===== src/pkg/qpc_pkg.sv =====
// shared constants and types for the quadrature position counter
package qpc_pkg;

   // ==========================================================
   // bus geometry
   localparam int unsigned DATA_W = 32;
   localparam int unsigned ADDR_W = 8;
   localparam int unsigned STRB_W = DATA_W / 8;

   // ==========================================================
   // register byte offsets
   localparam logic [ADDR_W-1:0] OFF_CTRL = 8'h00;
   localparam logic [ADDR_W-1:0] OFF_COUNT = 8'h04;
   localparam logic [ADDR_W-1:0] OFF_LIMIT = 8'h08;
   localparam logic [ADDR_W-1:0] OFF_INIT = 8'h0c;
   localparam logic [ADDR_W-1:0] OFF_STATUS = 8'h10;
   localparam logic [ADDR_W-1:0] OFF_INT_STAT = 8'h14;
   localparam logic [ADDR_W-1:0] OFF_INT_MASK = 8'h18;

   // ==========================================================
   // decoder_control fields
   localparam int unsigned CTRL_EN_BIT = 0;
   localparam int unsigned CTRL_MODE_LSB = 1;
   localparam int unsigned CTRL_MODE_MSB = 2;
   localparam int unsigned CTRL_INIT_BIT = 3;

   // counter_reset_mode_field encodings
   typedef enum logic [1:0]
   {
      QPC_MODE_INDEX = 2'b00,
      QPC_MODE_LIMIT = 2'b01,
      QPC_MODE_FIRST = 2'b10,
      QPC_MODE_FREE = 2'b11
   } qpc_mode_t;

   // ==========================================================
   // decoder_status fields
   localparam int unsigned ST_FIRST_SEEN = 0;
   localparam int unsigned ST_FIRST_DIR = 1;
   localparam int unsigned ST_DIR = 2;
   localparam int unsigned ST_PENDING = 3;
   localparam int unsigned ST_REF_LSB = 4;
   localparam int unsigned ST_REF_MSB = 5;

   // ==========================================================
   // interrupt status / mask bits
   localparam int unsigned INT_W = 5;
   localparam int unsigned INT_INDEX = 0;
   localparam int unsigned INT_FIRST = 1;
   localparam int unsigned INT_DIRCHG = 2;
   localparam int unsigned INT_PHASE = 3;
   localparam int unsigned INT_WRAP = 4;

   // ==========================================================
   // reset values and responses
   localparam logic [DATA_W-1:0] LIMIT_RST = 32'hffff_ffff;
   localparam logic [DATA_W-1:0] INIT_RST = 32'h0000_0000;
   localparam logic [1:0] RESP_OKAY = 2'b00;
   localparam logic [1:0] RESP_SLVERR = 2'b10;

   // quadrature states
   localparam logic [1:0] AB_00 = 2'b00;
   localparam logic [1:0] AB_01 = 2'b01;
   localparam logic [1:0] AB_11 = 2'b11;
   localparam logic [1:0] AB_10 = 2'b10;

endpackage


===== src/verilog/qpc_quad_decoder.sv =====
// quadrature edge, direction and index edge decoder
`timescale 1ns/1ns
module qpc_quad_decoder
(
   // clock and reset
   input wire logic clk_i,
   input wire logic rst_i,
   // encoder inputs, already synchronous to clk_i
   input wire logic phase_a_i,
   input wire logic phase_b_i,
   input wire logic index_i,
   // decoded events
   output logic step_o,
   output logic forward_o,
   output logic [1:0] ab_o,
   output logic phase_err_o,
   output logic dir_change_o,
   output logic index_rise_o
);
   import qpc_pkg::*;

   // =============================================================
   // state
   typedef struct packed {
      logic primed;
      logic [1:0] ab;
      logic idx;
      logic step;
      logic fwd;
      logic perr;
      logic dchg;
      logic irise;
   } qpc_dec_t;

   qpc_dec_t r;
   qpc_dec_t next_r;
   logic [1:0] cur;

   // forward gray sequence 00 -> 01 -> 11 -> 10 -> 00
   function automatic logic [1:0] fwd_next(input logic [1:0] s);
      case (s)
         AB_00: fwd_next = AB_01;
         AB_01: fwd_next = AB_11;
         AB_11: fwd_next = AB_10;
         default: fwd_next = AB_00;
      endcase
   endfunction

   // =============================================================
   // decode
   always_comb
   begin
      cur = {phase_a_i, phase_b_i};
      next_r = r;
      next_r.step = 1'b0;
      next_r.perr = 1'b0;
      next_r.dchg = 1'b0;
      next_r.primed = 1'b1;
      next_r.ab = cur;
      next_r.idx = index_i;
      next_r.irise = r.primed && index_i && !r.idx;
      // first sample after reset only loads the phase history
      if (r.primed && cur != r.ab)
      begin
         if (cur == fwd_next(r.ab))
         begin
            next_r.step = 1'b1;
            next_r.fwd = 1'b1;
            next_r.dchg = !r.fwd;
         end
         else if (r.ab == fwd_next(cur))
         begin
            next_r.step = 1'b1;
            next_r.fwd = 1'b0;
            next_r.dchg = r.fwd;
         end
         else
         begin
            // both phases moved at once: no count, flag it
            next_r.perr = 1'b1;
         end
      end
   end

   always_ff @(posedge clk_i or posedge rst_i)
   begin
      if (rst_i)
      begin
         r <= '0;
         r.fwd <= 1'b1;
      end
      else
      begin
         r <= next_r;
      end
   end

   assign step_o = r.step;
   assign forward_o = r.fwd;
   assign ab_o = r.ab;
   assign phase_err_o = r.perr;
   assign dir_change_o = r.dchg;
   assign index_rise_o = r.irise;

endmodule


===== src/verilog/qpc_top.sv =====
// quadrature position counter with index reset, axi4-lite registers
// Functional notes
// - reset mode field 00 selects position reset on every index event
// - index reset while moving forward clears count to zero next clock
// - index reset while moving reverse loads the limit next clock
// - first index sets a seen flag and records the direction then
// - edge at first index is stored; later resets use that same edge
// - reversal during index keeps waiting for stored edge; may offset
// - next index without reversal resets correctly and recovers
// - index initialization mode ignores direction changes during index
//
// Implementation choices: the register offsets and the AXI4-Lite slave port.
`timescale 1ns/1ns
module qpc_top
#(
   parameter int unsigned CW = 32
)
(
   // clock and reset
   input wire logic clk_i,
   input wire logic rst_i,
   // axi4-lite write address
   input wire logic s_axi_awvalid,
   output logic s_axi_awready,
   input wire logic [qpc_pkg::ADDR_W-1:0] s_axi_awaddr,
   input wire logic [2:0] s_axi_awprot,
   // axi4-lite write data
   input wire logic s_axi_wvalid,
   output logic s_axi_wready,
   input wire logic [qpc_pkg::DATA_W-1:0] s_axi_wdata,
   input wire logic [qpc_pkg::STRB_W-1:0] s_axi_wstrb,
   // axi4-lite write response
   output logic s_axi_bvalid,
   input wire logic s_axi_bready,
   output logic [1:0] s_axi_bresp,
   // axi4-lite read address
   input wire logic s_axi_arvalid,
   output logic s_axi_arready,
   input wire logic [qpc_pkg::ADDR_W-1:0] s_axi_araddr,
   input wire logic [2:0] s_axi_arprot,
   // axi4-lite read data
   output logic s_axi_rvalid,
   input wire logic s_axi_rready,
   output logic [qpc_pkg::DATA_W-1:0] s_axi_rdata,
   output logic [1:0] s_axi_rresp,
   // encoder, synchronous to clk_i
   input wire logic phase_a_i,
   input wire logic phase_b_i,
   input wire logic index_i,
   // status outputs
   output logic [CW-1:0] position_count_o,
   output logic forward_o,
   output logic irq_o
);
   import qpc_pkg::*;

   // =============================================================
   // state
   typedef struct packed {
      logic aw_got;
      logic [ADDR_W-1:0] aw_addr;
      logic w_got;
      logic [DATA_W-1:0] w_data;
      logic [STRB_W-1:0] w_strb;
      logic bvalid;
      logic [1:0] bresp;
      logic rvalid;
      logic [DATA_W-1:0] rdata;
      logic [1:0] rresp;
      logic enable;
      qpc_mode_t mode;
      logic init_mode;
      logic [CW-1:0] count;
      logic [CW-1:0] limit;
      logic [CW-1:0] init;
      logic first_seen;
      logic first_dir;
      logic pending;
      logic [1:0] ref_ab;
      logic [INT_W-1:0] int_stat;
      logic [INT_W-1:0] int_mask;
   } qpc_state_t;

   qpc_state_t r;
   qpc_state_t next_r;

   logic step;
   logic fwd;
   logic [1:0] ab;
   logic phase_err;
   logic dir_change;
   logic index_rise;
   logic wr_fire;
   logic [INT_W-1:0] events;
   logic [DATA_W-1:0] wval;
   logic [DATA_W-1:0] status_word;
   logic index_reset_mode;

   // =============================================================
   // helpers
   function automatic logic is_mapped(input logic [ADDR_W-1:0] a);
      case (a)
         OFF_CTRL, OFF_COUNT, OFF_LIMIT, OFF_INIT, OFF_STATUS,
         OFF_INT_STAT, OFF_INT_MASK: is_mapped = 1'b1;
         default: is_mapped = 1'b0;
      endcase
   endfunction

   function automatic logic [DATA_W-1:0] merge_strb(
      input logic [DATA_W-1:0] old_v,
      input logic [DATA_W-1:0] new_v,
      input logic [STRB_W-1:0] strb);
      logic [DATA_W-1:0] res;
      res = old_v;
      for (int i = 0; i < STRB_W; i++)
      begin
         if (strb[i])
         begin
            res[i*8 +: 8] = new_v[i*8 +: 8];
         end
      end
      merge_strb = res;
   endfunction

   // =============================================================
   // edge decoder; inputs are used as is, a resynchroniser is the
   // feeding logic's job and would only add latency here
   qpc_quad_decoder u_dec
   (
      .clk_i(clk_i),
      .rst_i(rst_i),
      .phase_a_i(phase_a_i),
      .phase_b_i(phase_b_i),
      .index_i(index_i),
      .step_o(step),
      .forward_o(fwd),
      .ab_o(ab),
      .phase_err_o(phase_err),
      .dir_change_o(dir_change),
      .index_rise_o(index_rise)
   );

   // =============================================================
   // bus handshakes
   assign s_axi_awready = !r.aw_got && !r.bvalid;
   assign s_axi_wready = !r.w_got && !r.bvalid;
   assign s_axi_arready = !r.rvalid;
   assign wr_fire = r.aw_got && r.w_got && !r.bvalid;

   assign index_reset_mode = (r.mode == QPC_MODE_INDEX) && !r.init_mode;

   always_comb
   begin
      status_word = '0;
      status_word[ST_FIRST_SEEN] = r.first_seen;
      status_word[ST_FIRST_DIR] = r.first_dir;
      status_word[ST_DIR] = fwd;
      status_word[ST_PENDING] = r.pending;
      status_word[ST_REF_MSB:ST_REF_LSB] = r.ref_ab;
   end

   // =============================================================
   // next state
   always_comb
   begin
      next_r = r;
      events = '0;
      wval = '0;

      // write channel capture, either order
      if (s_axi_awvalid && s_axi_awready)
      begin
         next_r.aw_got = 1'b1;
         next_r.aw_addr = s_axi_awaddr;
      end
      if (s_axi_wvalid && s_axi_wready)
      begin
         next_r.w_got = 1'b1;
         next_r.w_data = s_axi_wdata;
         next_r.w_strb = s_axi_wstrb;
      end
      if (r.bvalid && s_axi_bready)
      begin
         next_r.bvalid = 1'b0;
      end

      // read channel
      if (r.rvalid && s_axi_rready)
      begin
         next_r.rvalid = 1'b0;
      end
      if (s_axi_arvalid && s_axi_arready)
      begin
         next_r.rvalid = 1'b1;
         next_r.rresp = is_mapped(s_axi_araddr) ? RESP_OKAY : RESP_SLVERR;
         case (s_axi_araddr)
            OFF_CTRL: next_r.rdata = DATA_W'({r.init_mode, r.mode,
                                              r.enable});
            OFF_COUNT: next_r.rdata = DATA_W'(r.count);
            OFF_LIMIT: next_r.rdata = DATA_W'(r.limit);
            OFF_INIT: next_r.rdata = DATA_W'(r.init);
            OFF_STATUS: next_r.rdata = status_word;
            OFF_INT_STAT: next_r.rdata = DATA_W'(r.int_stat);
            OFF_INT_MASK: next_r.rdata = DATA_W'(r.int_mask);
            default: next_r.rdata = '0;
         endcase
      end

      // counting and index handling
      if (r.enable)
      begin
         events[INT_DIRCHG] = dir_change;
         events[INT_PHASE] = phase_err;
         if (step)
         begin
            if (fwd)
            begin
               if (r.mode != QPC_MODE_FREE && r.count == r.limit)
               begin
                  next_r.count = '0;
                  events[INT_WRAP] = 1'b1;
               end
               else
               begin
                  next_r.count = r.count + CW'(1);
               end
            end
            else
            begin
               if (r.mode != QPC_MODE_FREE && r.count == '0)
               begin
                  next_r.count = r.limit;
                  events[INT_WRAP] = 1'b1;
               end
               else
               begin
                  next_r.count = r.count - CW'(1);
               end
            end
         end

         // armed reset fires on the stored transition only; a reversal
         // under the index leaves it waiting, which may land it up to
         // four counts off until the next clean index
         if (r.pending && step && ab == r.ref_ab && index_reset_mode)
         begin
            next_r.pending = 1'b0;
            next_r.count = fwd ? '0 : r.limit;
         end

         if (index_rise)
         begin
            events[INT_INDEX] = 1'b1;
            if (!r.first_seen)
            begin
               next_r.first_seen = 1'b1;
               next_r.first_dir = fwd;
               next_r.ref_ab = ab;
               events[INT_FIRST] = 1'b1;
               if (!r.init_mode && (r.mode == QPC_MODE_INDEX ||
                                    r.mode == QPC_MODE_FIRST))
               begin
                  next_r.count = fwd ? '0 : r.limit;
               end
            end
            else if (index_reset_mode)
            begin
               // re-arming sets the wait again; a stale wait from a reversal is kept, not cleared
               next_r.pending = 1'b1;
            end
            if (r.init_mode)
            begin
               next_r.count = r.init;
               next_r.pending = 1'b0;
            end
         end
      end

      // register writes; software loads win over counting
      if (wr_fire)
      begin
         next_r.aw_got = 1'b0;
         next_r.w_got = 1'b0;
         next_r.bvalid = 1'b1;
         next_r.bresp = is_mapped(r.aw_addr) ? RESP_OKAY : RESP_SLVERR;
         case (r.aw_addr)
            OFF_CTRL:
            begin
               wval = merge_strb(DATA_W'({r.init_mode, r.mode, r.enable}),
                                 r.w_data, r.w_strb);
               next_r.enable = wval[CTRL_EN_BIT];
               next_r.mode = qpc_mode_t'(wval[CTRL_MODE_MSB:CTRL_MODE_LSB]);
               next_r.init_mode = wval[CTRL_INIT_BIT];
               next_r.pending = 1'b0;
            end
            OFF_COUNT:
            begin
               wval = merge_strb(DATA_W'(r.count), r.w_data, r.w_strb);
               next_r.count = CW'(wval);
            end
            OFF_LIMIT:
            begin
               wval = merge_strb(DATA_W'(r.limit), r.w_data, r.w_strb);
               next_r.limit = CW'(wval);
            end
            OFF_INIT:
            begin
               wval = merge_strb(DATA_W'(r.init), r.w_data, r.w_strb);
               next_r.init = CW'(wval);
            end
            OFF_STATUS:
            begin
               // one clears the first-index record, a new marker wins
               wval = merge_strb('0, r.w_data, r.w_strb);
               if (wval[ST_FIRST_SEEN] && !events[INT_FIRST])
               begin
                  next_r.first_seen = 1'b0;
                  next_r.first_dir = 1'b0;
                  next_r.pending = 1'b0;
               end
            end
            OFF_INT_STAT:
            begin
               wval = merge_strb('0, r.w_data, r.w_strb);
               next_r.int_stat = r.int_stat & ~wval[INT_W-1:0];
            end
            OFF_INT_MASK:
            begin
               wval = merge_strb(DATA_W'(r.int_mask), r.w_data, r.w_strb);
               next_r.int_mask = wval[INT_W-1:0];
            end
            default:
            begin
               wval = '0;
            end
         endcase
      end

      // sticky events; a set in the clearing cycle survives
      next_r.int_stat = next_r.int_stat | events;
   end

   // =============================================================
   // registers
   always_ff @(posedge clk_i or posedge rst_i)
   begin
      if (rst_i)
      begin
         r <= '0;
         r.mode <= QPC_MODE_INDEX;
         r.limit <= CW'(LIMIT_RST);
         r.init <= CW'(INIT_RST);
      end
      else
      begin
         r <= next_r;
      end
   end

   // =============================================================
   // outputs
   assign s_axi_bvalid = r.bvalid;
   assign s_axi_bresp = r.bresp;
   assign s_axi_rvalid = r.rvalid;
   assign s_axi_rdata = r.rdata;
   assign s_axi_rresp = r.rresp;
   assign position_count_o = r.count;
   assign forward_o = fwd;
   assign irq_o = |(r.int_stat & r.int_mask);

   // prot bits carry no meaning for this slave
   logic unused_prot;
   assign unused_prot = ^{s_axi_awprot, s_axi_arprot};

endmodule

===== config.mk =====
export PLATFORM = sky130hd
export DESIGN_NAME = qpc_top
export DESIGN_NICKNAME = d
export VERILOG_FILES = /design/src/pkg/qpc_pkg.sv /design/src/verilog/qpc_quad_decoder.sv /design/src/verilog/qpc_top.sv
export SDC_FILE = /design/constraint.sdc
export NUM_CORES = 1
export LEC_CHECK = 0
export BUFFER_PORTS_ARGS = -buffer_cell sky130_fd_sc_hd__buf_2
export CORE_ASPECT_RATIO = 0.75
export CORE_MARGIN = 4
export CORE_UTILIZATION = 55
export CTS_CLUSTER_SIZE = 24
export DETAILED_ROUTE_END_ITERATION = 10
export HOLD_SLACK_MARGIN = 0.12
export PLACE_DENSITY = 0.72
export SETUP_SLACK_MARGIN = 0.3
export SYNTH_ARGS = -nofsm -noshare
export SYNTH_HDL_FRONTEND = slang
export SYNTH_SLANG_ARGS = --single-unit

===== constraint.sdc =====
create_clock -name clk_i -period 11.2 [get_ports clk_i]
set_clock_uncertainty 0.05 [all_clocks]
set_input_delay 0 -clock clk_i [delete_from_list [all_inputs] [get_ports clk_i]]
set_output_delay 0 -clock clk_i [all_outputs]
set_load 0.005 [all_outputs]

# Word level (Yosys, flattened, before mapping)
# Cells that the tools add are included.
[op_classes]
muxes = 81
add_sub_neg = 2
n_reduce_logical = 55
n_eq_ne = 27
n_bitwise = 5
[op_table]
columns = ["operator", "n"]
rows = [
  ["$mux 32", 14],
  ["$pmux 32 s7", 1],
  ["$mux 99", 1],
  ["$mux 8", 12],
  ["$eq 8x5->1 const B", 6],
  ["$mux 5", 9],
  ["$mux 37", 1],
  ["$mux 35", 1],
  ["$reduce_and 3->1", 11],
  ["$add 32x1->32 const B", 1],
  ["$eq 32x32->1", 1],
  ["$eq 8x4->1 const B", 4],
  ["$logic_not 32->1", 1],
  ["$sub 32x1->32 const B", 1],
  ["$mux 1", 24],
  ["$logic_and 1x1->1", 20],
  ["$mux 2", 10],
  ["$eq 8x3->1 const B", 2],
  ["$logic_not 8->1", 2],
  ["$reduce_or 7->1", 2],
  ["$ne 3x3->1 const B", 4],
  ["$pmux 2 s3", 2],
  ["$and 5x5->5", 2],
  ["$mux 10", 1],
  ["18 further kinds", 37],
]
[word_totals]
in_bits = 68
reg_bits = 208
out_inout_bits = 75
elab_cells = 209

# Depth between registers and ports, before layout
# Gate-level depths: netlist (run 1).
[depth]
depth_word = 13
depth_mapped = 12
ltp_nobuf = 9

# Hierarchy
# From an unflattened synthesis (run 1), not the netlist that was laid out.
[unflattened]
cells_unflattened = 1425
hier_area_um2 = 13141.4
[by_module_without_submodules]
columns = ["mod", "area_each_um2", "instances", "seq_area_each_um2", "cells_per_inst"]
rows = [
  ["qpc_top", 12774.8, 1, 4969.8, 1396],
  ["qpc_quad_decoder", 366.6, 1, 226.5, 29],
]

# Least setup slack after synthesis (run 1)
# OpenSTA, ideal clock, no wires.
[synth_path]
path_type = "register to register"
from = "register r (netlist bit position_count_o[0])"
to = "register r (netlist bit position_count_o[27])"
required_time_ns = 11.019
setup_time_ns = 0.131
path_stages_with_launch = 12
slack_ns = 8.479
period_less_slack_ns = 2.721
t_arrival_ns = 2.540
n_path_buf = 2
cell_sequence = "dfrtp_1 > clkbuf_1 > inv_1 > ha_1 > nor4b_4 > nand4b_4 > or3_1 > buf_6 > nor2_2 > a211oi_1 > o211a_1 > or3_1"
[synth_between]
elab_chain_cells = 13
elab_cells_between_ends = 18
cone_classes = "add/sub: 2; eq/ne: 1; mux: 12; reduce/logical: 3"
[synth_rtl]
columns = ["element", "line", "source"]
rows = [
  ["start, declared", "qpc_top.sv:84", "qpc_state_t r;"],
  ["start signal, assigned", "qpc_top.sv:356", "r <= next_r;"],
  ["branches (longest 3 deep; another with $sub 32x1->32)", "--", ""],
  ["$mux 32 (*)", "qpc_top.sv:216", "if (fwd)"],
  ["$mux 32 (*)", "qpc_top.sv:214", "if (step)"],
  ["$mux 32 (*)", "qpc_top.sv:245", "if (r.pending && step && ab == r.ref_ab && index_reset_mode)"],
  ["$mux 32", "qpc_top.sv:260", "if (!r.init_mode && (r.mode == QPC_MODE_INDEX ||"],
  ["$mux 32", "qpc_top.sv:254", "if (!r.first_seen)"],
  ["$mux 32", "qpc_top.sv:271", "if (r.init_mode)"],
  ["$mux 32 (*)", "qpc_top.sv:251", "if (index_rise)"],
  ["$mux 32 (*)", "qpc_top.sv:210", "if (r.enable)"],
  ["$mux 32", "qpc_top.sv:286", "case (r.aw_addr)"],
  ["$mux 99 (*)", "qpc_top.sv:280", "if (wr_fire)"],
]
# Every way passes the cells marked *.
# A chain may end at the register's enable or synchronous reset.

# Worst setup path after layout (run 1)
[layout_path]
from = "register r (netlist bit position_count_o[0])"
to = "register r (netlist bit position_count_o[18])"
# Same word-level chain as after synthesis.

==> results of run 1 <==
==> per-layer routing <==
metal  GRT usage  routed length, um
met1      0.4601              18790
met4     0.08996               1220
met5           0                  0
met3     0.08284               4981
met2      0.4685              18250
==> synthesized netlist by cell type (all sizes together) (31+ instances only) <==
cell type	n	area, um^2
clkbuf	75	281.5
a22oi	34	255.2
dfstp	33	867.1
dfrtp	173	4329
mux2	145	1633
xnor2	50	437.9
nor3	34	185.2
a21oi	78	394.1
nor2	78	295.3
o31ai	34	255.2
o21ai	77	385.4
nand3	31	160.1
nand2	143	539.3
buf	106	716.9
==> where the power goes <==
| part | total (mW) | internal [mW] | leakage (nW) | switching (mW) |
|---|---|---|---|---|
| sequential | 1.32 | 0.936 | 2.58 | 0.382 |
| combinational | 0.978 | 0.471 | 3.35 | 0.507 |
| clock | 0.673 | 0.380 | 0.307 | 0.293 |
==> area by class of cell <==
class | count | area (um^2) | area share
multi-input cells | 1026 | 7107 | 0.4776
repair buffers | 220 | 1486 | 0.09989
well taps | 306 | 382.9 | 0.02573
inverters | 18 | 75.07 | 0.005045
clock inverters | 4 | 48.80 | 0.003279
clock buffers | 34 | 584.3 | 0.03927
flip-flops and latches | 206 | 5196 | 0.3492
==> sequential cells by signal, indices dropped and copies added, names as in the netlist <==
register	flops
position_count_o	32
u_dec.r	2
s_axi_bvalid	1
s_axi_rresp	1
u_dec.ab_o	2
u_dec.phase_err_o	1
u_dec.dir_change_o	1
u_dec.index_rise_o	1
r	129
u_dec.step_o	1
s_axi_bresp	1
s_axi_rdata	32
u_dec.forward_o	1
s_axi_rvalid	1
==> cell families after synthesis <==
family,Yosys count,share of synthesized area
AND/OR/NAND/NOR,409,0.1555
other,2,0.0005627
XOR/XNOR,63,0.04135
AO/OA/AOI/OAI,396,0.2031
flip-flops,206,0.3894
adder cells (fa/ha/maj),2,0.001875
multiplexers,153,0.1284
buffers and inverters,199,0.07988
==> layout by cell type (no fill, tap or decap), drive strengths merged, types with 50 or more instances in the layout <==
cell | Yosys | final
dlygate4sd3 | 0 | 68
a21oi | 78 | 78
o21ai | 77 | 77
dfrtp | 173 | 173
nand2 | 143 | 143
buf | 106 | 152
mux2 | 145 | 145
nor2 | 78 | 78
xnor2 | 50 | 50
==> worst paths after layout <==
check	from	slack (ps)	cells after the start	to
max in group asynchronous	rst_i	9500	4	s_axi_rdata[20]$_DFFE_PP0P_
min in group asynchronous	rst_i	170	3	s_axi_rdata[2]$_DFFE_PP0P_
setup / recovery	position_count_o[0]$_DFFE_PP0P_	7310	9	position_count_o[18]$_DFFE_PP0P_
hold / removal	phase_a_i	140	2	u_dec.ab_o[1]$_DFF_PP0_
setup reg to reg	position_count_o[0]$_DFFE_PP0P_	7310	9	position_count_o[18]$_DFFE_PP0P_
hold reg to reg	u_dec.r[5]$_DFF_PP0_	350	1	u_dec.index_rise_o$_DFF_PP0_
==> impl_results.md, run 1 <==
* Vias per cell at around 6.6
* Final cell count without fillers at around 1800
* Ys Warns at 0
* Bufs and invs on worst path at 1
* Crit-path slowest cell: nor3_4
* First-pass GRT wire length at between 60000 and 70000 um
* Post-synth EDFFs at 0
* Num ports at about 140
* Fraction of layout cells with a size suffix above 1 at 0.2593
* Crit. End Element: flip-flop
* Period utilisation layout at 0.3471
* Final ANT Viol Nets at 0
* Crit-path cells: inv_1, ha_1, nor4b_4, nand4b_4, nor3_4, nor2_1, a221o_1, a32o_1, o2bb2ai_1
* Postcts setup bufs at 0
* Pre-CTS setup slack at 7433 ps
* Mapped Area at ~0.013 mm^2
* Slew Limit Fails at 0
* CTS Hold Buffers Added at between 60 and 70
* Grt ovf at 0
* Worst EP required at 11550 ps
* CTS Buf Count at 21
* Die span in y at ~140 um
* Routed via count at approximately 12000
* Util after Layout at 0.6223
* Worst VDD drop at ~150 uV
* Ys async rst share at 1.000
* Placed cell areas at between 0.01 and 0.015 mm^2
* DRC Markers at 0
* HPWL Detailed at 28010 um
* Worst skew pair latency at 520 ps
* Fillers at 1999
* TNS Setup at 0 ps
* Total power at around 3.0 mW
* FF+latch count, synth at 206
* Worst-Margin Slew at ~1100 ps
* Register area share after synthesis at 0.3894
* Crit Path Class: reg2reg
* Die Wd at approximately 190 um
* GP Congestion at between 0.9 and 1
* Clk root buf: clkbuf_16
* Max-Cap Viols at 0
* Cells after Synth at between 1000 and 1500
* Leak Pwr at 6.242 nW
* Total GRT Usage at 0.3158
* Final WS setup at ~7300 ps
* Worst hold-check path type: in2reg
* Starting DRT DRC Count at approximately 1600
* Ant. Diodes at 0
* Worst hold slack at between 100 and 150 ps
* Distinct cells, synth at 85
* Post-cts gate resize count at 0
* Post-placement cell count at ~1700
* CP max FO at 22
* CTS tree: yes
* IO buf count at around 130
* Vias in the first global route at about 12000
* RSZ-0062 raised after global routing: false
* CP top delay family: simple AND/OR/NAND/NOR gates
* CTS clk-pin slew, worst paths at 60 ps
* Hold Vio Cnt, Final at 0
* Core area at around 0.024 mm^2
* Synth Flop Type: dfrtp_1
* Routed WL at between 40000 and 50000 um
* Initial antenna violation count at 0
* Setup-failing EPs final at 0
* Fin nets at about 1600
* Initial DRT Pass Iterations at 7
* P per Cell Area at 199.5 mW/mm^2
* Row cnt at 49
* Die area at ~0.027 mm^2
* Initial core utilization at 0.5581
* Tmin final at between 3000 and 4000 ps
* Largest net degree at the start of global routing at 140
* Worst slew margin at 0.2789
* Nature of the critical path startpoint: flip-flop
* Area Overhead vs Synth at 11.50%
* Fmax at 0.2572 GHz
* Clock tree buffer depth at 3
* Final instance area at ~0.015 mm^2
* Drt wl/cell at about 24 um
* Max stage delay on crit path at roughly 900 ps
* CP arrival at around 4200 ps
* Total clock sinks at 206
* H-tree depth at 1
* Status: complete, no violations
* Syn_area_per_cell at 9.332 um^2
No activity file was read; power rests on OpenSTA's default activity.
==> run 2: changes to the inputs <==
- ABC_AREA: default -> 1
- PLACE_DENSITY: 0.72 -> 0.75
- clock period: 11.2 -> 3.3 ns (I/O delays scaled with it)
==> run 2 against run 1 <==
Net effect: first-iteration DRC count is 32% higher; register-to-register slack worse by 6800 ps; largest power group is now combinational cells; core utilization is 1.7 points higher; highest routed layer unchanged; cell area is 12% higher; synthesized area is 9.8% higher; critical path depth is 10 higher; largest cell class unchanged; global-route usage is 3.8 points higher; sequential power grew to 2.9 times the previous value.
==> impl_results.md, run 2 <==
* Tmin final at approximately 2800 ps
* Die Wd at about 200 um
* Crit. End Element: flip-flop
* Routed via count at ~16000
* Worst-Margin Slew at 1128 ps
* HPWL Detailed at ~38000 um
* Combinational share of power at 0.501
* Max FFs per register at between 100 and 150
* Grt ovf at 0
* Cells after Synth at approximately 2200
* Initial antenna violation count at 1
* Sw Ratio at 0.4691
* Clock tree buffer depth at 3
* Post-synth EDFFs at 0
* Crit-path cells: inv_2, ha_1, nand2_4, nor2_8, inv_4, nor2_8, nand2_4, nand2_8, nand2_1, nand3_1, nand3_1, nand2_1, nand2_1, nand2_1, nand2_1, nand2_1, nand2_1, nand2_1, nand2_1
* Postcts setup bufs at 0
* Synth Flop Type: dfrtp_1
* CP arrival at ~3200 ps
* Fin nets at 2433
* Pint at just under 7 mW
* Worst EP required at around 3700 ps
* Ys async rst share at 1.000
* Worst hold slack at approximately 120 ps
* First-pass GRT wire length at slightly above 80000 um
* FF+latch count, synth at around 210
* Setup-failing EPs final at 0
* Syn_area_per_cell at 6.517 um^2
* Register area share after synthesis at 0.3547
* Die area at 0.02934 mm^2
* Leak Pwr at 8.363 nW
* Ant. Diodes at 0
* Total power at ~13 mW
* Starting DRT DRC Count at ~2100
* Top reg by flops: r
* Worst hold-check path type: in2async
* Worst VDD drop at slightly below 500 uV
* Ranking of synthesized cells by area: dfrtp_1, nand2_1, o21ai_0
* DRC Markers at 0
* CTS tree: yes
* Clk root buf: clkbuf_16
* Crit Path Class: reg2reg
* CP top delay family: simple AND/OR/NAND/NOR gates
* Largest net degree at the start of global routing at ~110
* Initial DRT Pass Iterations at 6
* Period utilisation layout at 0.8467
* Nature of the critical path startpoint: flip-flop
* Worst skew pair latency at around 530 ps
* Critical Path Most Common Cell: nand2_1
* H-tree depth at 1
* Slew Limit Fails at 0
* Status: complete, no violations
* TNS Setup at 0 ps
* Drt wl/cell at ~19 um
* Fraction of layout cells with a size suffix above 1 at 0.1358
* Total clock sinks at ~210
* Die span in y at between 100 and 150 um
* Crit-path slowest cell: dfrtp_1
* Num ports at roughly 140
* Max-Cap Viols at 0
* Vias in the first global route at approximately 14000
* Core area at between 0.02 and 0.03 mm^2
* CTS clk-pin slew, worst paths at approximately 60 ps
* Max stage delay on crit path at roughly 380 ps
* Commonest cells after routing, fill and taps aside: nand2_1, nor2_1, o21ai_0
* Commonest non-fill, non-tap cell in the layout: nand2_1
* Post-synth top cells: nand2_1, nor2_1, o21ai_0
* Ys Warns at 0
* Fmax at ~0.36 GHz
* Routed WL at 52640 um
* Distinct cells, synth at 50
* RSZ-0062 raised after global routing: false
* IO buf count at about 130
* GP Congestion at around 1.1
* P_sw at 6.007 mW
* Initial core utilization at 0.5613
* CTS Buf Count at 22
* Share of the synthesized area in the top cell type at 0.2955
* P per Cell Area at 767.1 mW/mm^2
* Bufs and invs on worst path at 2
* Total GRT Usage at 0.3538
* Row cnt at 51
* Worst slew margin at 0.2480
* Final ANT Viol Nets at 0
* Most common cell in the netlist: nand2_1
* CP max FO at 12
* Mapped Area at 0.01465 mm^2
* Flop pwr share at 0.298
* Area Overhead vs Synth at 13.95%
* Clock Power Share at 0.201
* Vias per cell at between 5 and 6
* Area leader, netlist: dfrtp_1
* Hold Vio Cnt, Final at 0
[run 2: changes by cell type after synthesis, moves of 25 or more]
cell and delta:
a21oi_1 +44, a22o_1 -25, a22oi_1 -34, inv_1 +185
mux2_2 -139, nand2_1 +585, nand3_1 +64, nor2_1 +190
o21ai_0 +153, o31ai_1 -32, xnor2_1 -49, xor2_1 +26
[run 2: kinds of logic after synthesis]
| group | synth area share |
|---|---|
| buffers and inverters | 0.1297 |
| XOR/XNOR | 0.02391 |
| AO/OA/AOI/OAI | 0.1564 |
| other | 0.0005126 |
| adder cells (fa/ha/maj) | 0.001708 |
| multiplexers | 0.004612 |
| AND/OR/NAND/NOR | 0.3285 |
| flip-flops | 0.3547 |
[run 2: final timing paths]
path,slack [ps],to,depth (start not counted),startpoint
max reg2reg,510,position_count_o[22]$_DFFE_PP0P_,19,position_count_o[0]$_DFFE_PP0P_
min in group clk_i,130,s_axi_bvalid$_DFFE_PP0P_,3,s_axi_bready
max,510,position_count_o[22]$_DFFE_PP0P_,19,position_count_o[0]$_DFFE_PP0P_
min,120,r[189]$_DFFE_PP0P_,4,rst_i
max in group asynchronous,2530,s_axi_rdata[16]$_DFFE_PP0P_,4,rst_i
min reg2reg,330,u_dec.index_rise_o$_DFF_PP0_,1,u_dec.r[5]$_DFF_PP0_
[run 2: per-layer routing]
metal  up-vias  GRT usage  wire length [um]
met5         -          0                 0
met4         0    0.08269              1224
met3        98    0.07812              6735
met2       951     0.5100             21600
met1      7288     0.5421             23080
li1       7345          -                 -
[run 2: power groups by stage]
| stage | sequential (mW) | combinational (mW) | clock, mW |
|---|---|---|---|
| floorplan | 3.51 | 4.49 | 0 |
| global placement | 3.78 | 5.93 | 0 |
| detailed placement | 3.81 | 6.03 | 0 |
| CTS | 3.77 | 6.21 | 2.60 |
| global route | 3.88 | 7.00 | 2.71 |
| finish | 3.81 | 6.42 | 2.58 |
[run 2: layout make-up]
class	count	area (um^2)
Clock buffer	32	659.4
Clock inverter	7	88.84
Fill cell	2374	9405
Inverter	211	798.3
Multi-Input combinational cell	1647	7574
Sequential cell	206	5196
Tap cell	344	430.4
Timing Repair Buffer	275	1947
[run 2: through the flow]
step / util / setup WS, ps / instances / area (um^2)
6_report: 0.6396 / 505.8 / 2722 / 16690
5_1_grt: 0.6396 / 334.6 / 2722 / 16690
4_1_cts: 0.6395 / 597.7 / 2722 / 16690
3_5_place_dp: 0.5852 / 611.7 / 2616 / 15270
3_3_place_gp: 0.5852 / 644.3 / 2616 / 15270
2_1_floorplan: - / 604.7 / 2249 / 14660
[run 2: what timing repair did]
action                                 4_1_cts  5_1_grt
endpoints found under the hold margin      292        0
resized for setup                            0        1
setup endpoints to repair                    0        4
hold buffers                                67        0
[run 2: tightest hold or removal path, stage by stage]
cell,delay [ps]
dlygate4sd3_1,530
buf_2,130
clkinvlp_4,100
buf_12,380
